### src/core/dtc_pkg.sv
// Purpose: shared constants and types of the dual timer control block
// Assumes: 8-bit register port, one clock, synchronous active-low reset
// Notes: offsets are register addresses on the plain register port
package dtc_pkg;
   // register addresses
   localparam logic [7:0] DTC_ADDR_CONTROL = 8'h88;
   localparam logic [7:0] DTC_ADDR_MODE = 8'h89;
   localparam logic [7:0] DTC_ADDR_A_CNT_LO = 8'h8a;
   localparam logic [7:0] DTC_ADDR_B_CNT_LO = 8'h8b;
   localparam logic [7:0] DTC_ADDR_A_CNT_HI = 8'h8c;
   localparam logic [7:0] DTC_ADDR_B_CNT_HI = 8'h8d;
   localparam logic [7:0] DTC_ADDR_EXTRA = 8'h91;
   localparam logic [7:0] DTC_ADDR_A_RL_LO = 8'hf2;
   localparam logic [7:0] DTC_ADDR_B_RL_LO = 8'hf3;
   localparam logic [7:0] DTC_ADDR_A_RL_HI = 8'hf4;
   localparam logic [7:0] DTC_ADDR_B_RL_HI = 8'hf5;
   localparam logic [7:0] DTC_ADDR_IRQ_STATUS = 8'he0;
   localparam logic [7:0] DTC_ADDR_IRQ_MASK = 8'he1;
   // reset values
   localparam logic [7:0] DTC_RST_CONTROL = 8'h00;
   localparam logic [7:0] DTC_RST_MODE = 8'h00;
   localparam logic [7:0] DTC_RST_EXTRA = 8'h24;
   localparam logic [7:0] DTC_RST_BYTE = 8'h00;
   localparam logic [3:0] DTC_RST_IRQ = 4'h0;
   localparam logic [7:0] DTC_BYTE_ONES = 8'hff;
   localparam logic [15:0] DTC_WORD_ONES = 16'hffff;
   // mode field encodings
   localparam logic [1:0] DTC_MODE_VARIABLE = 2'h0;
   localparam logic [1:0] DTC_MODE_SIXTEEN = 2'h1;
   localparam logic [1:0] DTC_MODE_EIGHT_RELOAD = 2'h2;
   localparam logic [1:0] DTC_MODE_SPLIT_STOP = 2'h3;
   // interrupt status bit positions
   localparam int DTC_IRQ_TF_A = 0;
   localparam int DTC_IRQ_TF_B = 1;
   localparam int DTC_IRQ_EXT_A = 2;
   localparam int DTC_IRQ_EXT_B = 3;

   typedef struct packed {
      logic timer_b_overflow_flag;
      logic timer_b_run;
      logic timer_a_overflow_flag;
      logic timer_a_run;
      logic ext_irq_b_edge_flag;
      logic ext_irq_b_type;
      logic ext_irq_a_edge_flag;
      logic ext_irq_a_type;
   } dtc_control_t;

   typedef struct packed {
      logic gate_enable;
      logic counter_select;
      logic [1:0] mode;
   } dtc_mode_half_t;

   typedef struct packed {
      dtc_mode_half_t b;
      dtc_mode_half_t a;
   } dtc_mode_t;

   typedef struct packed {
      logic pwm_b_enable;
      logic pwm_a_enable;
      logic [2:0] timer_b_width_field;
      logic [2:0] timer_a_width_field;
   } dtc_extra_t;

   typedef struct packed {
      logic [7:0] addr;
      logic [7:0] wdata;
      logic wr;
      logic rd;
   } dtc_bus_req_t;

   typedef struct packed {
      logic ext_irq_a_pin;
      logic ext_irq_b_pin;
      logic timer_a_count_pin;
      logic timer_b_count_pin;
   } dtc_pins_t;

   typedef struct packed {
      logic timer_a;
      logic timer_b;
      logic ext_a;
      logic ext_b;
   } dtc_ack_t;

   typedef struct packed {
      dtc_control_t control;
      dtc_mode_t mode;
      dtc_extra_t extra;
      logic [7:0] a_rl_lo;
      logic [7:0] b_rl_lo;
      logic [7:0] a_rl_hi;
      logic [7:0] b_rl_hi;
      logic [3:0] irq_status;
      logic [3:0] irq_mask;
      logic irq;
      logic [7:0] rdata;
   } dtc_state_t;

   // mask of the active low-byte bits for a width field of 0..7
   function automatic logic [7:0] dtc_low_mask(input logic [2:0] width);
      dtc_low_mask = DTC_BYTE_ONES >> (3'd7 - width);
   endfunction

   // write strobe aimed at one register
   function automatic logic dtc_wr_hit(input dtc_bus_req_t req, input logic [7:0] addr);
      dtc_wr_hit = req.wr && (req.addr == addr);
   endfunction
endpackage

### src/core/dtc_fall_det.sv
// Purpose: one-to-zero transition detector for a pin sampled each clock
// Assumes: pin is synchronous to sys_clk
// Notes: fall pulses in the cycle the low sample is seen after a high one
`timescale 1ns/100ps
module dtc_fall_det (
   input wire logic sys_clk,
   input wire logic rst_b,
   input wire logic pin,
   output logic fall
);
   typedef struct packed {
      logic prev;
   } dtc_fall_state_t;

   dtc_fall_state_t st_q;
   dtc_fall_state_t st_d;

   // remember last sample
   always_comb begin
      st_d = st_q;
      st_d.prev = pin;
   end

   always_ff @(posedge sys_clk) begin
      if (!rst_b) begin
         st_q <= '0;
      end else begin
         st_q <= st_d;
      end
   end

   // high then low
   assign fall = st_q.prev & ~pin;
endmodule

### src/core/dtc_timer_core.sv
// Purpose: count registers and count arithmetic of one timer
// Assumes: tick already folds in run, gate, source select and halt
// Notes: a software write to a count byte wins over counting that cycle
`timescale 1ns/100ps
module dtc_timer_core (
   input wire logic sys_clk,
   input wire logic rst_b,
   input wire logic tick,
   input wire logic [1:0] mode,
   input wire logic [2:0] width,
   input wire logic wr_low,
   input wire logic wr_high,
   input wire logic [7:0] wdata,
   input wire logic [15:0] reload,
   output logic [15:0] count,
   output logic overflow
);
   import dtc_pkg::*;

   typedef struct packed {
      logic [7:0] hi;
      logic [7:0] lo;
   } dtc_count_t;

   dtc_count_t st_q;
   dtc_count_t st_d;
   logic [7:0] low_mask;
   logic low_full;
   logic ovf;

   // next count and overflow for the selected mode
   always_comb begin
      st_d = st_q;
      low_mask = dtc_low_mask(width);
      low_full = (st_q.lo & low_mask) == low_mask;
      ovf = 1'b0;
      if (tick) begin
         unique case (mode)
            DTC_MODE_VARIABLE: begin
               // width+1 low bits then all of hi; upper low bits kept
               st_d.lo = (st_q.lo & ~low_mask) | (8'(st_q.lo + 8'h01) & low_mask);
               if (low_full) begin
                  st_d.hi = 8'(st_q.hi + 8'h01);
               end
               ovf = low_full && (st_q.hi == DTC_BYTE_ONES);
            end
            DTC_MODE_SIXTEEN: begin
               ovf = {st_q.hi, st_q.lo} == DTC_WORD_ONES;
               {st_d.hi, st_d.lo} = ovf ? reload : 16'({st_q.hi, st_q.lo} + 16'h0001);
            end
            DTC_MODE_EIGHT_RELOAD: begin
               ovf = st_q.lo == DTC_BYTE_ONES;
               st_d.lo = ovf ? st_q.hi : 8'(st_q.lo + 8'h01);
            end
            DTC_MODE_SPLIT_STOP: begin
               // low byte as a free 8-bit counter
               ovf = st_q.lo == DTC_BYTE_ONES;
               st_d.lo = 8'(st_q.lo + 8'h01);
            end
         endcase
      end
      if (wr_low) begin
         st_d.lo = wdata;
      end
      if (wr_high) begin
         st_d.hi = wdata;
      end
   end

   always_ff @(posedge sys_clk) begin
      if (!rst_b) begin
         st_q <= '0;
      end else begin
         st_q <= st_d;
      end
   end

   assign count = {st_q.hi, st_q.lo};
   assign overflow = ovf;
endmodule

### src/core/dtc_top.sv
// Purpose: control, mode and data registers of two timer/counters
// Assumes: pins synchronous to sys_clk; core acks are one-cycle pulses
// Notes: read data stand in the cycle after the read strobe only
//
// The strobed register port was decided locally.
`timescale 1ns/100ps
// Contract
// - each overflow sets that timer's overflow flag, and the vector acknowledge clears it.
// - a timer counts only while its run bit, written only by software, is one.
// - a qualifying edge on an external interrupt pin sets its edge flag, cleared once processed.
// - the type bit picks falling-edge triggering when set and low-level when clear.
// - with gate set, a timer runs only while its interrupt pin is high and run is set.
// - with gate clear, a timer runs whenever run is set, whatever the pin; timer b still stays halted in mode 3.
// - mode 2 counts the low byte and reloads it from the high byte on overflow.
// - control and mode registers reset to zero, mode 0 with both timers stopped.
// - reload bytes are plain storage when the mode does not reload from them.
// - the four reload bytes sit at consecutive addresses, low bytes first.
// - in mode 0 the low byte has width field plus one active bits, width resetting to four.
// - mode 1 counts all 16 bits and on ffff reloads from the reload pair and sets the flag.
// - counter operation steps on a one-to-zero transition of the count pin.
module dtc_top (
   input wire logic sys_clk,
   input wire logic rst_b,
   input dtc_pkg::dtc_bus_req_t bus_req,
   input dtc_pkg::dtc_pins_t pins,
   input dtc_pkg::dtc_ack_t ack,
   output logic [7:0] rd_data,
   output logic irq,
   output logic timer_a_overflow_flag,
   output logic timer_b_overflow_flag,
   output logic ext_irq_a_edge_flag,
   output logic ext_irq_b_edge_flag
);
   import dtc_pkg::*;

   dtc_state_t st_q;
   dtc_state_t st_d;
   logic fall_ext_a;
   logic fall_ext_b;
   logic fall_cnt_a;
   logic fall_cnt_b;
   logic en_a;
   logic en_b;
   logic tick_a;
   logic tick_b;
   logic ovf_a;
   logic ovf_b;
   logic [15:0] cnt_a;
   logic [15:0] cnt_b;
   logic wr_ctl;
   logic [3:0] events;

   // falling-edge detectors on the four pins
   dtc_fall_det u_fall_ext_a (
      .sys_clk(sys_clk),
      .rst_b(rst_b),
      .pin(pins.ext_irq_a_pin),
      .fall(fall_ext_a)
   );
   dtc_fall_det u_fall_ext_b (
      .sys_clk(sys_clk),
      .rst_b(rst_b),
      .pin(pins.ext_irq_b_pin),
      .fall(fall_ext_b)
   );
   dtc_fall_det u_fall_cnt_a (
      .sys_clk(sys_clk),
      .rst_b(rst_b),
      .pin(pins.timer_a_count_pin),
      .fall(fall_cnt_a)
   );
   dtc_fall_det u_fall_cnt_b (
      .sys_clk(sys_clk),
      .rst_b(rst_b),
      .pin(pins.timer_b_count_pin),
      .fall(fall_cnt_b)
   );

   // enables and count ticks
   always_comb begin
      en_a = st_q.control.timer_a_run && (!st_q.mode.a.gate_enable || pins.ext_irq_a_pin);
      en_b = st_q.control.timer_b_run && (!st_q.mode.b.gate_enable || pins.ext_irq_b_pin);
      tick_a = en_a && (st_q.mode.a.counter_select ? fall_cnt_a : 1'b1);
      tick_b = en_b && (st_q.mode.b.counter_select ? fall_cnt_b : 1'b1)
         && (st_q.mode.b.mode != DTC_MODE_SPLIT_STOP);
   end

   // timer a counting, mode 1 reload from its pair
   dtc_timer_core u_timer_a (
      .sys_clk(sys_clk),
      .rst_b(rst_b),
      .tick(tick_a),
      .mode(st_q.mode.a.mode),
      .width(st_q.extra.timer_a_width_field),
      .wr_low(dtc_wr_hit(bus_req, DTC_ADDR_A_CNT_LO)),
      .wr_high(dtc_wr_hit(bus_req, DTC_ADDR_A_CNT_HI)),
      .wdata(bus_req.wdata),
      .reload({st_q.a_rl_hi, st_q.a_rl_lo}),
      .count(cnt_a),
      .overflow(ovf_a)
   );

   // timer b counting
   dtc_timer_core u_timer_b (
      .sys_clk(sys_clk),
      .rst_b(rst_b),
      .tick(tick_b),
      .mode(st_q.mode.b.mode),
      .width(st_q.extra.timer_b_width_field),
      .wr_low(dtc_wr_hit(bus_req, DTC_ADDR_B_CNT_LO)),
      .wr_high(dtc_wr_hit(bus_req, DTC_ADDR_B_CNT_HI)),
      .wdata(bus_req.wdata),
      .reload({st_q.b_rl_hi, st_q.b_rl_lo}),
      .count(cnt_b),
      .overflow(ovf_b)
   );

   // register file, flags, interrupt and read data
   always_comb begin
      st_d = st_q;
      wr_ctl = dtc_wr_hit(bus_req, DTC_ADDR_CONTROL);
      // software owns run and type bits
      if (wr_ctl) begin
         st_d.control = dtc_control_t'(bus_req.wdata);
      end
      // overflow flags: set beats both clears
      st_d.control.timer_a_overflow_flag = ovf_a
         || (wr_ctl ? bus_req.wdata[5] : (st_q.control.timer_a_overflow_flag && !ack.timer_a));
      st_d.control.timer_b_overflow_flag = ovf_b
         || (wr_ctl ? bus_req.wdata[7] : (st_q.control.timer_b_overflow_flag && !ack.timer_b));
      // edge mode latches the fall, level mode follows the low pin
      if (st_d.control.ext_irq_a_type) begin
         st_d.control.ext_irq_a_edge_flag = fall_ext_a
            || (wr_ctl ? bus_req.wdata[1] : (st_q.control.ext_irq_a_edge_flag && !ack.ext_a));
      end else begin
         st_d.control.ext_irq_a_edge_flag = !pins.ext_irq_a_pin;
      end
      if (st_d.control.ext_irq_b_type) begin
         st_d.control.ext_irq_b_edge_flag = fall_ext_b
            || (wr_ctl ? bus_req.wdata[3] : (st_q.control.ext_irq_b_edge_flag && !ack.ext_b));
      end else begin
         st_d.control.ext_irq_b_edge_flag = !pins.ext_irq_b_pin;
      end
      if (dtc_wr_hit(bus_req, DTC_ADDR_MODE)) begin
         st_d.mode = dtc_mode_t'(bus_req.wdata);
      end
      if (dtc_wr_hit(bus_req, DTC_ADDR_EXTRA)) begin
         st_d.extra = dtc_extra_t'(bus_req.wdata);
      end
      // reload bytes, plain storage outside mode 1
      if (dtc_wr_hit(bus_req, DTC_ADDR_A_RL_LO)) begin
         st_d.a_rl_lo = bus_req.wdata;
      end
      if (dtc_wr_hit(bus_req, DTC_ADDR_B_RL_LO)) begin
         st_d.b_rl_lo = bus_req.wdata;
      end
      if (dtc_wr_hit(bus_req, DTC_ADDR_A_RL_HI)) begin
         st_d.a_rl_hi = bus_req.wdata;
      end
      if (dtc_wr_hit(bus_req, DTC_ADDR_B_RL_HI)) begin
         st_d.b_rl_hi = bus_req.wdata;
      end
      // sticky status, write one to clear, set wins
      events = '0;
      events[DTC_IRQ_TF_A] = ovf_a;
      events[DTC_IRQ_TF_B] = ovf_b;
      events[DTC_IRQ_EXT_A] = fall_ext_a;
      events[DTC_IRQ_EXT_B] = fall_ext_b;
      if (dtc_wr_hit(bus_req, DTC_ADDR_IRQ_STATUS)) begin
         st_d.irq_status = st_q.irq_status & ~bus_req.wdata[3:0];
      end
      st_d.irq_status = st_d.irq_status | events;
      if (dtc_wr_hit(bus_req, DTC_ADDR_IRQ_MASK)) begin
         st_d.irq_mask = bus_req.wdata[3:0];
      end
      st_d.irq = |(st_q.irq_status & st_q.irq_mask);
      // read data for one cycle, unmapped reads give zero
      st_d.rdata = '0;
      if (bus_req.rd) begin
         unique case (bus_req.addr)
            DTC_ADDR_CONTROL: st_d.rdata = st_q.control;
            DTC_ADDR_MODE: st_d.rdata = st_q.mode;
            DTC_ADDR_A_CNT_LO: st_d.rdata = cnt_a[7:0];
            DTC_ADDR_B_CNT_LO: st_d.rdata = cnt_b[7:0];
            DTC_ADDR_A_CNT_HI: st_d.rdata = cnt_a[15:8];
            DTC_ADDR_B_CNT_HI: st_d.rdata = cnt_b[15:8];
            DTC_ADDR_EXTRA: st_d.rdata = st_q.extra;
            DTC_ADDR_A_RL_LO: st_d.rdata = st_q.a_rl_lo;
            DTC_ADDR_B_RL_LO: st_d.rdata = st_q.b_rl_lo;
            DTC_ADDR_A_RL_HI: st_d.rdata = st_q.a_rl_hi;
            DTC_ADDR_B_RL_HI: st_d.rdata = st_q.b_rl_hi;
            DTC_ADDR_IRQ_STATUS: st_d.rdata = {4'h0, st_q.irq_status};
            DTC_ADDR_IRQ_MASK: st_d.rdata = {4'h0, st_q.irq_mask};
            default: st_d.rdata = '0;
         endcase
      end
   end

   // state register
   always_ff @(posedge sys_clk) begin
      if (!rst_b) begin
         st_q.control <= dtc_control_t'(DTC_RST_CONTROL);
         st_q.mode <= dtc_mode_t'(DTC_RST_MODE);
         st_q.extra <= dtc_extra_t'(DTC_RST_EXTRA);
         st_q.a_rl_lo <= DTC_RST_BYTE;
         st_q.b_rl_lo <= DTC_RST_BYTE;
         st_q.a_rl_hi <= DTC_RST_BYTE;
         st_q.b_rl_hi <= DTC_RST_BYTE;
         st_q.irq_status <= DTC_RST_IRQ;
         st_q.irq_mask <= DTC_RST_IRQ;
         st_q.irq <= 1'b0;
         st_q.rdata <= DTC_RST_BYTE;
      end else begin
         st_q <= st_d;
      end
   end

   // outputs straight from the state register
   assign rd_data = st_q.rdata;
   assign irq = st_q.irq;
   assign timer_a_overflow_flag = st_q.control.timer_a_overflow_flag;
   assign timer_b_overflow_flag = st_q.control.timer_b_overflow_flag;
   assign ext_irq_a_edge_flag = st_q.control.ext_irq_a_edge_flag;
   assign ext_irq_b_edge_flag = st_q.control.ext_irq_b_edge_flag;

   // checks

   // overflow a raises its flag
   AST_TF_SET: assert property (@(posedge sys_clk) disable iff (!rst_b)
      ovf_a |=> st_q.control.timer_a_overflow_flag)
      else $error("timer a overflow did not set its flag");

   // overflow b raises its flag
   AST_TF_B_SET: assert property (@(posedge sys_clk) disable iff (!rst_b)
      ovf_b |=> st_q.control.timer_b_overflow_flag)
      else $error("timer b overflow did not set its flag");

   // acknowledge b drops the flag
   AST_TF_CLR: assert property (@(posedge sys_clk) disable iff (!rst_b)
      (ack.timer_b && !ovf_b && !wr_ctl) |=> !st_q.control.timer_b_overflow_flag)
      else $error("timer b flag not cleared by acknowledge");

   // acknowledge a drops the flag
   AST_TF_A_CLR: assert property (@(posedge sys_clk) disable iff (!rst_b)
      (ack.timer_a && !ovf_a && !wr_ctl) |=> !st_q.control.timer_a_overflow_flag)
      else $error("timer a flag not cleared by acknowledge");

   // stopped timer a holds its count
   AST_RUN_STOP: assert property (@(posedge sys_clk) disable iff (!rst_b)
      (!st_q.control.timer_a_run && !bus_req.wr) |=> (cnt_a == $past(cnt_a)))
      else $error("timer a moved while stopped");

   // stopped timer b holds its count
   AST_RUN_STOP_B: assert property (@(posedge sys_clk) disable iff (!rst_b)
      (!st_q.control.timer_b_run && !bus_req.wr) |=> (cnt_b == $past(cnt_b)))
      else $error("timer b moved while stopped");

   // falling edge latches flag a
   AST_EDGE_SET: assert property (@(posedge sys_clk) disable iff (!rst_b)
      (st_q.control.ext_irq_a_type && fall_ext_a && !wr_ctl) |=> st_q.control.ext_irq_a_edge_flag)
      else $error("edge flag a not set by falling edge");

   // acknowledge clears edge flag a
   AST_EDGE_CLR: assert property (@(posedge sys_clk) disable iff (!rst_b)
      (st_q.control.ext_irq_a_type && ack.ext_a && !fall_ext_a && !wr_ctl) |=> !st_q.control.ext_irq_a_edge_flag)
      else $error("edge flag a not cleared by acknowledge");

   // level flag b tracks the pin
   AST_LEVEL: assert property (@(posedge sys_clk) disable iff (!rst_b)
      (!st_q.control.ext_irq_b_type && !wr_ctl) |=> (st_q.control.ext_irq_b_edge_flag == !$past(pins.ext_irq_b_pin)))
      else $error("level flag b does not follow pin");

   // level flag a tracks the pin
   AST_LEVEL_A: assert property (@(posedge sys_clk) disable iff (!rst_b)
      (!st_q.control.ext_irq_a_type && !wr_ctl) |=> (st_q.control.ext_irq_a_edge_flag == !$past(pins.ext_irq_a_pin)))
      else $error("level flag a does not follow pin");

   // gated timer b waits for its pin
   AST_GATE: assert property (@(posedge sys_clk) disable iff (!rst_b)
      (st_q.mode.b.gate_enable && !pins.ext_irq_b_pin && !bus_req.wr) |=> (cnt_b == $past(cnt_b)))
      else $error("gated timer b counted with pin low");

   // gated timer a waits for its pin
   AST_GATE_A: assert property (@(posedge sys_clk) disable iff (!rst_b)
      (st_q.mode.a.gate_enable && !pins.ext_irq_a_pin && !bus_req.wr) |=> (cnt_a == $past(cnt_a)))
      else $error("gated timer a counted with pin low");

   // ungated timer a ticks every clock
   AST_NO_GATE: assert property (@(posedge sys_clk) disable iff (!rst_b)
      (!st_q.mode.a.gate_enable && st_q.control.timer_a_run && !st_q.mode.a.counter_select) |-> tick_a)
      else $error("ungated running timer a did not tick");

   // clock source ticks whenever enabled
   AST_CLOCK_COUNT: assert property (@(posedge sys_clk) disable iff (!rst_b)
      (en_a && !st_q.mode.a.counter_select) |-> tick_a)
      else $error("enabled clock-source timer a did not tick");

   // reload bytes change only by a write
   AST_RELOAD_HOLD: assert property (@(posedge sys_clk) disable iff (!rst_b)
      !bus_req.wr |=> $stable({st_q.a_rl_lo, st_q.b_rl_lo, st_q.a_rl_hi, st_q.b_rl_hi}))
      else $error("reload byte changed without a write");

   // mode 2 reloads low from high
   AST_MODE2: assert property (@(posedge sys_clk) disable iff (!rst_b)
      (st_q.mode.a.mode == DTC_MODE_EIGHT_RELOAD && tick_a && cnt_a[7:0] == DTC_BYTE_ONES && !bus_req.wr)
      |=> (cnt_a[7:0] == $past(cnt_a[15:8])) && st_q.control.timer_a_overflow_flag)
      else $error("mode 2 reload wrong");

   // mode 3 freezes timer b
   AST_B_HALT: assert property (@(posedge sys_clk) disable iff (!rst_b)
      (st_q.mode.b.mode == DTC_MODE_SPLIT_STOP && !bus_req.wr) |=> (cnt_b == $past(cnt_b)))
      else $error("timer b counted in mode 3");

   // reset clears control and mode
   AST_RESET: assert property (@(posedge sys_clk)
      !rst_b |=> (st_q.control == '0 && st_q.mode == '0))
      else $error("control or mode not zero after reset");

   // mode 1 wraps into the reload pair
   AST_MODE1: assert property (@(posedge sys_clk) disable iff (!rst_b)
      (st_q.mode.b.mode == DTC_MODE_SIXTEEN && tick_b && cnt_b == DTC_WORD_ONES && !bus_req.wr)
      |=> (cnt_b == {$past(st_q.b_rl_hi), $past(st_q.b_rl_lo)}) && st_q.control.timer_b_overflow_flag)
      else $error("mode 1 reload wrong");

   // pin source needs a pin fall
   AST_PIN_COUNT: assert property (@(posedge sys_clk) disable iff (!rst_b)
      (st_q.mode.a.counter_select && !fall_cnt_a) |-> !tick_a)
      else $error("counter a stepped without pin fall");

   // unmasked status drives the interrupt
   AST_IRQ: assert property (@(posedge sys_clk) disable iff (!rst_b)
      ((st_q.irq_status & st_q.irq_mask) != 4'h0) |=> irq)
      else $error("interrupt output missing");

   // main scenarios reached
   COV_MODE1: cover property (@(posedge sys_clk) disable iff (!rst_b)
      st_q.mode.b.mode == DTC_MODE_SIXTEEN && ovf_b);
   COV_MODE2: cover property (@(posedge sys_clk) disable iff (!rst_b)
      st_q.mode.a.mode == DTC_MODE_EIGHT_RELOAD && ovf_a);
   COV_EDGE: cover property (@(posedge sys_clk) disable iff (!rst_b)
      st_q.control.ext_irq_b_type && fall_ext_b);
   COV_PIN_COUNT: cover property (@(posedge sys_clk) disable iff (!rst_b)
      st_q.mode.b.counter_select && tick_b);
   COV_IRQ: cover property (@(posedge sys_clk) disable iff (!rst_b) $rose(irq));
endmodule

### config.mk
export PLATFORM = sky130hd
export DESIGN_NAME = dtc_top
export DESIGN_NICKNAME = d
export VERILOG_FILES = /design/src/core/dtc_pkg.sv /design/src/core/dtc_fall_det.sv /design/src/core/dtc_timer_core.sv /design/src/core/dtc_top.sv
export SDC_FILE = /design/constraint.sdc
export NUM_CORES = 1
export LEC_CHECK = 0
export ABC_AREA = 1
export BUFFER_PORTS_ARGS = -buffer_cell sky130_fd_sc_hd__clkbuf_2
export CAP_MARGIN = 40
export CORE_MARGIN = 4
export CORE_UTILIZATION = 40
export DETAILED_ROUTE_END_ITERATION = 10
export PLACE_DENSITY = 0.61
export SLEW_MARGIN = 30
export SYNTH_ARGS = -nofsm -noshare
export SYNTH_HDL_FRONTEND = slang
export SYNTH_HIERARCHICAL = 1
export SYNTH_SLANG_ARGS = --single-unit
### constraint.sdc
create_clock -name sys_clk -period 5.6 [get_ports sys_clk]
set_clock_uncertainty 0.05 [all_clocks]
set_input_delay 1.4 -clock sys_clk [delete_from_list [all_inputs] [get_ports sys_clk]]
set_output_delay 1.4 -clock sys_clk [all_outputs]
set_load 0.01 [all_outputs]
* After elaboration in Yosys (flattened, before gate mapping) *
Index checks and enable logic that the tools add are counted.

word-level totals
  bits in read-only memories = 0
  bits of input ports = 28
  memory bits (writable) = 0
  bits in registers = 109
  memories = 0
  word-level logic and storage cells = 179
  latch bits = 0

cells by class
  divide/modulo/power cells = 0
  add/subtract/negate cells = 8
  bitwise logic cells = 22
  multiplexer cells = 31
  $lt $le $gt $ge = 0
  equal/unequal tests = 30
  shifts and indexed selects = 2
  reduce and logical (&&, ||, !) cells = 52
  multipliers = 0

operators with widths
  operator                 count
  $eq A8 B8 Y1 const B     17
  $pmux W8 S13             1
  $mux W16                 4
  $mux W8                  8
  $pmux W8 S4              2
  $and A8 B8 Y8            6
  $add A16 B1 Y16 const B  2
  $add A8 B1 Y8 const B    4
  $eq A16 B16 Y1 const B   2
  $pmux W8 S2              2
  $logic_and A1 B1 Y1      24
  $eq A8 B8 Y1             2
  $not A8 Y8               2
  $or A8 B8 Y8             2
  $shr A8 B3 Y8 const A    2
  $mux W1                  10
  $and A4 B4 Y4            2
  $eq A2 B2 Y1 const B     4
  $logic_not A1 Y1         8
  $reduce_bool A2 Y1       4
  $logic_or A1 B1 Y1       6
  $ne A3 B1 Y1 const B     2
  $pmux W1 S3              2
  $reduce_and A3 Y1        2
  14 further kinds         25

* Depth between registers and ports, before layout *
Gate-level depths: netlist of the first run.

  word-level depth = 8
  depth in mapped cells = 14
  gate-level depth less buffers = 13

* Cells and area by module *
The synthesis of the first run kept the hierarchy.

modules (own cells, without submodules)
  module                      area each (um^2)  times used  sequential area each (um^2)  cells each
  dtc_top                     3937.5            1           1461.4                       598
  dtc_timer_core (u_timer_b)  1825.5            1           320.3                        335
  dtc_timer_core (u_timer_a)  1818.0            1           320.3                        336
  dtc_fall_det                35.0              4           20.0                         5

* Worst setup path after synthesis of the first run *
OpenSTA, ideal clock, no wires.

  path type = input to register
  start point = input port bus_req[16] (netlist name)
  end point = register with a tool-made name
  path buffers = 1
  required time = 5.479 ns
  cell stages on the path = 12
  arrival time = 2.892 ns
  setup time = 0.071 ns
  setup slack = 2.587 ns
  path through = inv_1 > nand2_1 > nor2_2 > buf_4 > nand2_1 > nor3_1 > inv_1 > nand2_1 > o21ai_0 > a21oi_1 > nand2_1 > a21oi_1

RTL lines
  element             RTL line       text
  start: declaration  dtc_top.sv:24  input dtc_pkg::dtc_bus_req_t bus_req,

==> results.cfg, run 1 <==
[synth]
synth_flop_cell = dfxtp_1
yosys.cell_types.count = 40
synth_area_sq_um = 7720
syn_inst = 1289
synth_top_family_by_area = simple AND/OR/NAND/NOR gates
yosysWarnings = 6
synthArstFlopShare_pct = 0
synth_compound_area_share_pct = 12.9
synth_xor_area_share_pct = 1.59
synth_fp_nets = 1321
synth_mux_area_share_pct = 0
yosys.area_share.simple_pct = 46.0
ys_ff_latch = 109
syn_avg_cell_area_sq_um = 5.99
synth_fa_ha_area_share_pct = 0.648
yosysSeqAreaShare_pct = 28.3
synth-edff-count = 0

[job]
max_cap_violations = 0

[timing]
setup_viol_count_final = 0
tns_ns = 0
finalMaxSlewViolations = 0
hold_slack_ns = 0.417
hold_viol_final = 0
max_freq_ghz = 0.282
rsz0062_at_grt = false
post-route-min-period_ns = 3.55
fin_crit_sh_pct = 63.4
worst_pin_slew_ns = 0.797
slew_headroom_pct = 46.7

[global_routing]
grt_use_total_pct = 24.8
grt_pass1_wl_um = 42200
grt_max_degree = 48
antenna_found_initial = 0
grt_pass1_vias = 7519
grt_overflow = 0

[setup_path]
crit_path_start_kind = input port
ff2ff_path_depth = 11
end_kind = flop
path_cells = clkbuf_2, inv_1, nand2_1, nor2_4, buf_4, nand2_1, nor2_1, buf_4, inv_1, nand2_1, o21ai_0, a21oi_1, nand2_1, a21oi_1
cp.buffers_inverters = 5
rr_startpoint = u_timer_a/count[8]$_SDFFE_PN0P_
rrSetupSlack_ns = 3.33
worst_path_max_delay_cell = nor2_1
path_class = input port to flop
crit_top_cell = nand2_1
cp_max_fo = 47
worstPathArrival_ns = 3.79
max_stage_delay_ns = 0.44
cpLargestDelayFamily = simple AND/OR/NAND/NOR gates
timing.rr.end = timer_a_overflow_flag$_SDFF_PN0_
worstPathRequired_ns = 5.84

[cells_and_area]
multi_input_area_sq_um = 4720
layout_common_cells = nand2_1, nand3_1, nor2_1, inv_1, dfxtp_1
drive_gt1_share_pct = 10.3
fillerInstances = 2057
fin_area_sq_um = 8340
n_antenna_cell = 0
fin_util_pct = 44.3
area_delta_synth_final_pct = 8.05
final_common_cell = nand2_1
nNetsFinal = 1333
seq_area_sq_um = 2180

[placed_design]
placed_area_sq_um = 8030
port_buffers = 40
hpwlAfterDp_um = 20000
gp_congestion = 0.946

[min_path]
hp-start = st_q[10]$_SDFFE_PN0P_
hold_path_class = flop to flop
whs_path_depth = 2
worst_hold_path.endpoint = st_q[10]$_SDFFE_PN0P_

[drt]
routed_wl_um = 27200
first_pass_iters = 6
drc_errors = 0
routedWlPerCell_um = 17.4
drt_iter0_markers = 1033
drtAntennaViolNets = 0
viasPerCell = 5.39
num_vias = 8443

[clock_tree]
cts_tree = built
cts.path.max_buffers = 2
insertion_delay_ns = 0.37
htreeDepth = 3
cts_hold_buf = 0
cts_resized = 0
clock_sinks = 109
cts_setup_buffers = 0
cts-buffers-inserted = 9
cts_root_buf = clkbuf_16
path_clk_slew_ns = 0.08

[power_and_ir_drop]
clkPwrFrac_pct = 43.1
p_sw_uw = 436
intPower_uw = 1120
p_comb_share_pct = 6.6
swShare_pct = 28.0
total_power_uw = 1560
ir_drop_mv = 0.142
total_leakage_power_uw = 0.00383
power.share.sequential_pct = 50.3
p_per_area_nw_per_um2 = 187

[die]
die_h_um = 147
core_area_sq_um = 18800
fp.dieW_um = 147
io_pins = 41
start_util_pct = 41.0
die_area_sq_um = 21600
rows = 50

[outcome]
outcome = finished, final reports clean
-- synthesized netlist by cell type, drive strengths merged, types with 2 or more instances --
master	count	share of area, %
ha	4	0.65
a22oi	2	0.19
o21ai	69	4.5
a21boi	2	0.19
nand2	381	19
and2	3	0.24
dfxtp	109	28
xor2	14	1.6
nand3	170	12
inv	150	7.3
nand3b	9	0.87
nor2	188	11
buf	32	2.7
a21oi	102	6.6
o211ai	4	0.52
nor3	2	0.13
or2	3	0.24
o21bai	2	0.29
nand4	25	2.1
clkbuf	12	0.58
-- area by class of cell --
class / count / area share [%]
well taps: 260 / 3.90
inverters: 151 / 6.81
multi-input cells: 985 / 56.6
clock buffers: 9 / 2.70
repair buffers: 45 / 2.85
flip-flops and latches: 109 / 26.2
clock inverters: 7 / 0.960
-- routing by layer --
metal  up-vias  share of wire, %  track usage (%)
li1       4173                 -                -
met1      3806                45             36.2
met2       415                43             37.5
met3        49               8.9             3.58
met4         0               2.9             8.06
met5         -                 0                0
-- worst min-delay path: cells and delay by family (launching register included) --
family          cells  cell delay, ns
compound gates      1            0.05
buf+inv             1            0.05
flops               1            0.33
-- metrics by stage --
step                      std cells  setup slack (ns)
after floorplan                1289              2.59
after global placement         1548              1.54
after detailed placement       1549              1.74
after CTS                      1565              2.11
after global routing           1566              1.83
final                          1566              2.05
-- logic make-up after synthesis --
group	after synthesis
adders and majority gates	4
xor gates and xnor gates	14
DFF	109
and+or+nand+nor	781
buffers and inverters	195
AOI/OAI and AO/OA	186
-- worst max path at each step --
stage,from,to,slack (ns),depth (start not counted)
after CTS,bus_req[16],flop,2.11,14
after floorplan,bus_req[16],flop,2.59,12
final,bus_req[16],flop,2.05,14
after global placement,bus_req[16],flop,1.54,13
after global routing,bus_req[16],flop,1.83,14
after detailed placement,bus_req[16],flop,1.74,14
-- power by group through the flow --
stage / Combinational [uW] / Sequential, uW / Clock, uW
2_1_floorplan: 57.3 / 799 / 0
3_3_place_gp: 99.7 / 801 / 0
3_5_place_dp: 100 / 801 / 0
4_1_cts: 101 / 782 / 678
5_1_grt: 111 / 783 / 708
6_report: 103 / 782 / 672
Power figures use the tool's default switching activity.
==> run 2: changes to the inputs <==
--- a/config.mk
+++ b/config.mk
@@ -5,7 +5,7 @@
 export SDC_FILE = /design/constraint.sdc
 export NUM_CORES = 1
 export LEC_CHECK = 0
-export ABC_AREA = 1
+export ABC_AREA = 0
 export BUFFER_PORTS_ARGS = -buffer_cell sky130_fd_sc_hd__clkbuf_2
 export CAP_MARGIN = 40
 export CORE_MARGIN = 4
==> constraint.sdc (replaced) <==
create_clock -name sys_clk -period 3.7 [get_ports sys_clk]
set_clock_uncertainty 0.05 [all_clocks]
set_input_delay 0.925 -clock sys_clk [delete_from_list [all_inputs] [get_ports sys_clk]]
set_output_delay 0.925 -clock sys_clk [all_outputs]
set_load 0.01 [all_outputs]
==> results.cfg, run 2 <==
[synth]
synth_top_family_by_area = simple AND/OR/NAND/NOR gates
synth_area_sq_um = 7200
syn_avg_cell_area_sq_um = 8.15
synth_flop_cell = dfxtp_1
syn_inst = 883
yosys.area.top_type = dfxtp_1
synthArstFlopShare_pct = 0
synth_fa_ha_area_share_pct = 0.695
yosys.cell_types.count = 97
synthTopCellsByCount = nand2_1, dfxtp_1, a21oi_1, nand3_1, nor2_1
synth-edff-count = 0
synth_mux_area_share_pct = 7.70
synth_fp_nets = 915
synth_compound_area_share_pct = 25.0
yosysSeqAreaShare_pct = 30.3
yosys.area_share.simple_pct = 26.3
synth_top_area_share_pct = 30.3
yosys.cell_count.top_type = nand2_1
ys_ff_latch = 109
synth_xor_area_share_pct = 1.95
synth_area_leaders = dfxtp_1, nand2_1, a21oi_1
yosysWarnings = 6

[clock_tree]
cts_tree = built
cts_hold_buf = 0
cts_setup_buffers = 0
cts.path.max_buffers = 2
insertion_delay_ns = 0.36
htreeDepth = 3
path_clk_slew_ns = 0.08
cts_root_buf = clkbuf_16
clock_sinks = 109
cts-buffers-inserted = 9
cts_resized = 0

[placed_design]
hpwlAfterDp_um = 17800
gp_congestion = 0.970
placed_area_sq_um = 7320
port_buffers = 40
place_ws_ns = 0.525
dp_cells = 1095

[global_routing]
grt_use_total_pct = 24.6
antenna_found_initial = 0
grt_overflow = 0
grt_max_degree = 60
grt_pass1_wl_um = 38600
grt_pass1_vias = 6478

[drt]
routed_wl_um = 25200
drc_errors = 0
routedWlPerCell_um = 22.6
drtAntennaViolNets = 0
viasPerCell = 6.38
drt_iter0_markers = 887
first_pass_iters = 5
num_vias = 7093

[die]
rows = 48
fp.dieW_um = 142
io_pins = 41
die_area_sq_um = 20200
core_area_sq_um = 17500
start_util_pct = 41.2
die_h_um = 142

[power_and_ir_drop]
p_comb_share_pct = 6.3
total_leakage_power_uw = 0.00271
ir_drop_mv = 0.312
p_sw_uw = 589
intPower_uw = 1770
p_per_area_nw_per_um2 = 309
power.share.sequential_pct = 50.2
swShare_pct = 25.0
clkPwrFrac_pct = 43.5

[timing]
tns_ns = 0
fin_crit_sh_pct = 77.5
post-route-min-period_ns = 2.87
hold_viol_final = 0
slew_headroom_pct = 45.3
worst_pin_slew_ns = 0.818
finalMaxSlewViolations = 0
fin_ws_ns = 0.833
hold_slack_ns = 0.422
max_freq_ghz = 0.349
rsz0062_at_grt = false
setup_viol_count_final = 0

[setup_path]
worstPathRequired_ns = 3.91
path_class = input port to flop
worstPathArrival_ns = 3.08
max_stage_delay_ns = 0.69
path_cells = clkbuf_2, nor2b_1, and4b_1, buf_4, a21oi_1, a31oi_1
cp_max_fo = 15
worst_path_max_delay_cell = and4b_1
end_kind = flop
crit_path_start_kind = input port

[outcome]
outcome = finished, final reports clean

[cells_and_area]
area_delta_synth_final_pct = 5.91
n_antenna_cell = 0
nNetsFinal = 913
drive_gt1_share_pct = 13.8
final_common_cell = nand2_1
layout_common_cells = nand2_1, dfxtp_1, a21oi_1, nand3_1, nor2_1
instances_no_fill = 1111
fin_area_sq_um = 7630
fillerInstances = 1800

[job]
max_cap_violations = 0

[min_path]
hold_path_class = flop to flop
-- run 2: cell count changes in the layout (fill, tap and decap cells not counted), moves of 16 or more --
cell,delta
a21oi_1,-23
inv_1,-124
mux2i_1,+34
nand2_1,-246
nand2_2,-18
nand3_1,-106
nand4_1,-16
nor2_1,-104
nor2_4,-17
nor3_1,+18
o21ai_0,-30
-- run 2: power groups by stage --
stage | sequential (uW) | clock (uW) | combinational [uW]
after floorplan | 1210 | 0 | 94.6
final | 1180 | 1030 | 149
after detailed placement | 1210 | 0 | 146
after global placement | 1210 | 0 | 146
after global routing | 1180 | 1080 | 158
after CTS | 1180 | 1050 | 146
-- run 2: logic make-up (layout without fill, tap and decap cells) --
group                    count (synthesis)  after routing
buffers and inverters                   90             93
adder cells (fa/ha/maj)                  4              4
flip-flops                             109            109
AO/OA/AOI/OAI                          261            261
XOR/XNOR                                16             16
AND/OR/NAND/NOR                        358            358
multiplexers                            45             45
-- run 2: cell type report --
type	count	area [sq um]	share of cell area, %
flip-flops and latches	109	2180	28.6
inverters	19	85.1	1.12
multi-input cells	684	4430	58.1
repair buffers	58	335	4.40
clock inverters	6	68.8	0.902
clock buffers	10	239	3.13
well taps	225	282	3.69
-- run 2: final timing paths --
check	start	endpoint	slack (ns)	cells after the start
worst max-delay path	bus_req[10]	rd_data[2]$_SDFF_PN0_	0.83	6
worst min-delay path	st_q[59]$_SDFFE_PN0P_	st_q[59]$_SDFFE_PN0P_	0.42	2
worst max register to register	flop	u_timer_a/count[0]$_SDFFE_PN0P_	0.87	6
worst min register to register	st_q[59]$_SDFFE_PN0P_	st_q[59]$_SDFFE_PN0P_	0.42	2
-- run 2: worst max-delay path, delay by kind of cell --
family | cells | cell delay, ns
simple gates | 2 | 1.15
buf+inv | 2 | 0.55
compound gates | 2 | 0.43
-- run 2: per-stage QoR --
step | power, uW | utilization (%)
3_5_place_dp | 1360 | 41.9
2_1_floorplan | 1300 | -
5_1_grt | 2430 | 43.6
6_report | 2360 | 43.6
4_1_cts | 2380 | 43.6
3_3_place_gp | 1360 | 41.9
-- run 2: routing by layer --
layer  wire length [um]  GRT usage (%)  up-vias
met5                  0              0        -
met4                784           8.74        0
met3               2360           6.25       55
met2              11000           36.5      396
met1              11100           34.6     3369
li1                   -              -     3273
==> run 3: changes to the inputs <==
--- a/config.mk
+++ b/config.mk
@@ -5,7 +5,7 @@
 export SDC_FILE = /design/constraint.sdc
 export NUM_CORES = 1
 export LEC_CHECK = 0
-export ABC_AREA = 0
+export ABC_AREA = 1
 export BUFFER_PORTS_ARGS = -buffer_cell sky130_fd_sc_hd__clkbuf_2
 export CAP_MARGIN = 40
 export CORE_MARGIN = 4
==> constraint.sdc (replaced) <==
create_clock -name sys_clk -period 2.8 [get_ports sys_clk]
set_clock_uncertainty 0.05 [all_clocks]
set_input_delay 0.7 -clock sys_clk [delete_from_list [all_inputs] [get_ports sys_clk]]
set_output_delay 0.7 -clock sys_clk [all_outputs]
set_load 0.01 [all_outputs]
==> results.cfg, run 3 (synthesized netlist as in run 1, its figures left out) <==
[clock_tree]
clock_sinks = 109
path_clk_slew_ns = 0.08
cts_root_buf = clkbuf_16
cts-buffers-inserted = 9
insertion_delay_ns = 0.37
cts_hold_buf = 0
cts.path.max_buffers = 2
htreeDepth = 3
cts_resized = 0
cts_tree = built
cts_setup_buffers = 0

[timing]
rsz0062_at_grt = false
setup_viol_count_final = 0
hold_viol_final = 0
slew_headroom_pct = 62.7
fin_crit_sh_pct = 81.3
finalMaxSlewViolations = 0
tns_ns = 0
worst_pin_slew_ns = 0.559
max_freq_ghz = 0.439
post-route-min-period_ns = 2.28

[drt]
drtAntennaViolNets = 0
drc_errors = 0
viasPerCell = 5.39
routed_wl_um = 27600
num_vias = 8531
first_pass_iters = 5
drt_iter0_markers = 1000
routedWlPerCell_um = 17.4

[die]
die_h_um = 147
start_util_pct = 41.0
core_area_sq_um = 18800
fp.dieW_um = 147
rows = 50
io_pins = 41
die_area_sq_um = 21600

[global_routing]
grt_max_degree = 37
grt_pass1_wl_um = 43000
grt_pass1_vias = 7697
antenna_found_initial = 0
grt_overflow = 0
grt_use_total_pct = 25.2

[power_and_ir_drop]
total_leakage_power_uw = 0.00391
p_sw_uw = 855
clkPwrFrac_pct = 42.6
total_power_uw = 3090
p_comb_share_pct = 6.8
p_per_area_nw_per_um2 = 366
swShare_pct = 27.6
power.share.sequential_pct = 50.6
intPower_uw = 2240
ir_drop_mv = 0.270

[cells_and_area]
n_antenna_cell = 0
fillerInstances = 2064
nNetsFinal = 1349
fin_util_pct = 44.9
final_common_cell = nand2_1
drive_gt1_share_pct = 11.2
layout_common_cells = nand2_1, nand3_1, nor2_1, inv_1, dfxtp_1
area_delta_synth_final_pct = 9.51

[setup_path]
rr_startpoint = u_timer_a/count[0]$_SDFFE_PN0P_
worstPathArrival_ns = 2.54
crit_path_start_kind = flop
end_kind = flop
cp-startpoint = u_timer_a/count[0]$_SDFFE_PN0P_
cp_max_fo = 8
path_class = flop to flop
worstPathRequired_ns = 3.07

[min_path]
hold_path_class = flop to flop
hp-start = st_q[11]$_SDFFE_PN0P_

[outcome]
outcome = finished, final reports clean

[job]
max_cap_violations = 0

[placed_design]
port_buffers = 40
hpwlAfterDp_um = 20500
gp_congestion = 0.990
## run 3: cell count changes in the layout (fill, tap and decap cells not counted), moves of 15 or more
cell / previous run / this run
nand2_1: 113 / 359
nor2_1: 58 / 162
nand4_1: 8 / 24
mux2i_1: 34 / 0
inv_1: 17 / 142
nand3_1: 58 / 164
a21oi_1: 79 / 102
o21ai_0: 38 / 68
nor3_1: 20 / 2
a22oi_1: 17 / 2
a31oi_1: 15 / 0
nor2_4: 0 / 17
nand2_2: 0 / 18
## run 3: per-layer routing
layer	track usage [%]	part of all wire (%)
met4	9.93	3.5
met5	0	0
met1	35.7	45
met2	38.0	43
met3	4.50	8.5
## run 3: layout make-up
| class | instances | area (sq um) | share of cell area (%) |
|---|---|---|---|
| inverter | 151 | 568 | 6.72 |
| sequential | 109 | 2180 | 25.8 |
| tap | 260 | 325 | 3.85 |
| timing repair buffer | 61 | 358 | 4.23 |
| clock buffer | 10 | 229 | 2.71 |
| multi-input combinational | 985 | 4720 | 55.9 |
| clock inverter | 6 | 68.8 | 0.814 |
## run 3: power groups by stage
stage / registers (uW) / clock network (uW) / logic, uW
after floorplan: 1600 / 0 / 115
after global placement: 1600 / 0 / 208
after detailed placement: 1600 / 0 / 208
after CTS: 1560 / 1350 / 208
after global routing: 1570 / 1400 / 230
final: 1560 / 1320 / 211
## run 3: worst paths after layout
path / slack [ns] / end / cells past startpoint
max: 0.52 / timer_a_overflow_flag$_SDFF_PN0_ / 13
min: 0.42 / st_q[11]$_SDFFE_PN0P_ / 2
max reg2reg: 0.52 / timer_a_overflow_flag$_SDFF_PN0_ / 13
min reg2reg: 0.42 / st_q[11]$_SDFFE_PN0P_ / 2
## run 3: worst max-delay path: stages (launching register included)
cell	delay, ns
dfxtp_1	0.48
ha_1	0.24
nand2_1	0.13
nor2_4	0.17
nand2_4	0.10
clkinv_2	0.09
nand2_4	0.08
nand2_2	0.19
o2111ai_1	0.14
a21oi_1	0.26
inv_1	0.11
nand3_1	0.09
nand2_1	0.05
inv_1	0.06
## run 3: per-stage QoR
step | area, sq um | worst slack, ns | hold slack (ns) | instances
2_1_floorplan | 7720 | 0.487 | 0.387 | 1289
3_3_place_gp | 8160 | 0.292 | 0.401 | 1566
3_5_place_dp | 8160 | 0.250 | 0.403 | 1566
4_1_cts | 8460 | 0.559 | 0.417 | 1582
5_1_grt | 8460 | 0.346 | 0.452 | 1582
6_report | 8460 | 0.524 | 0.416 | 1582
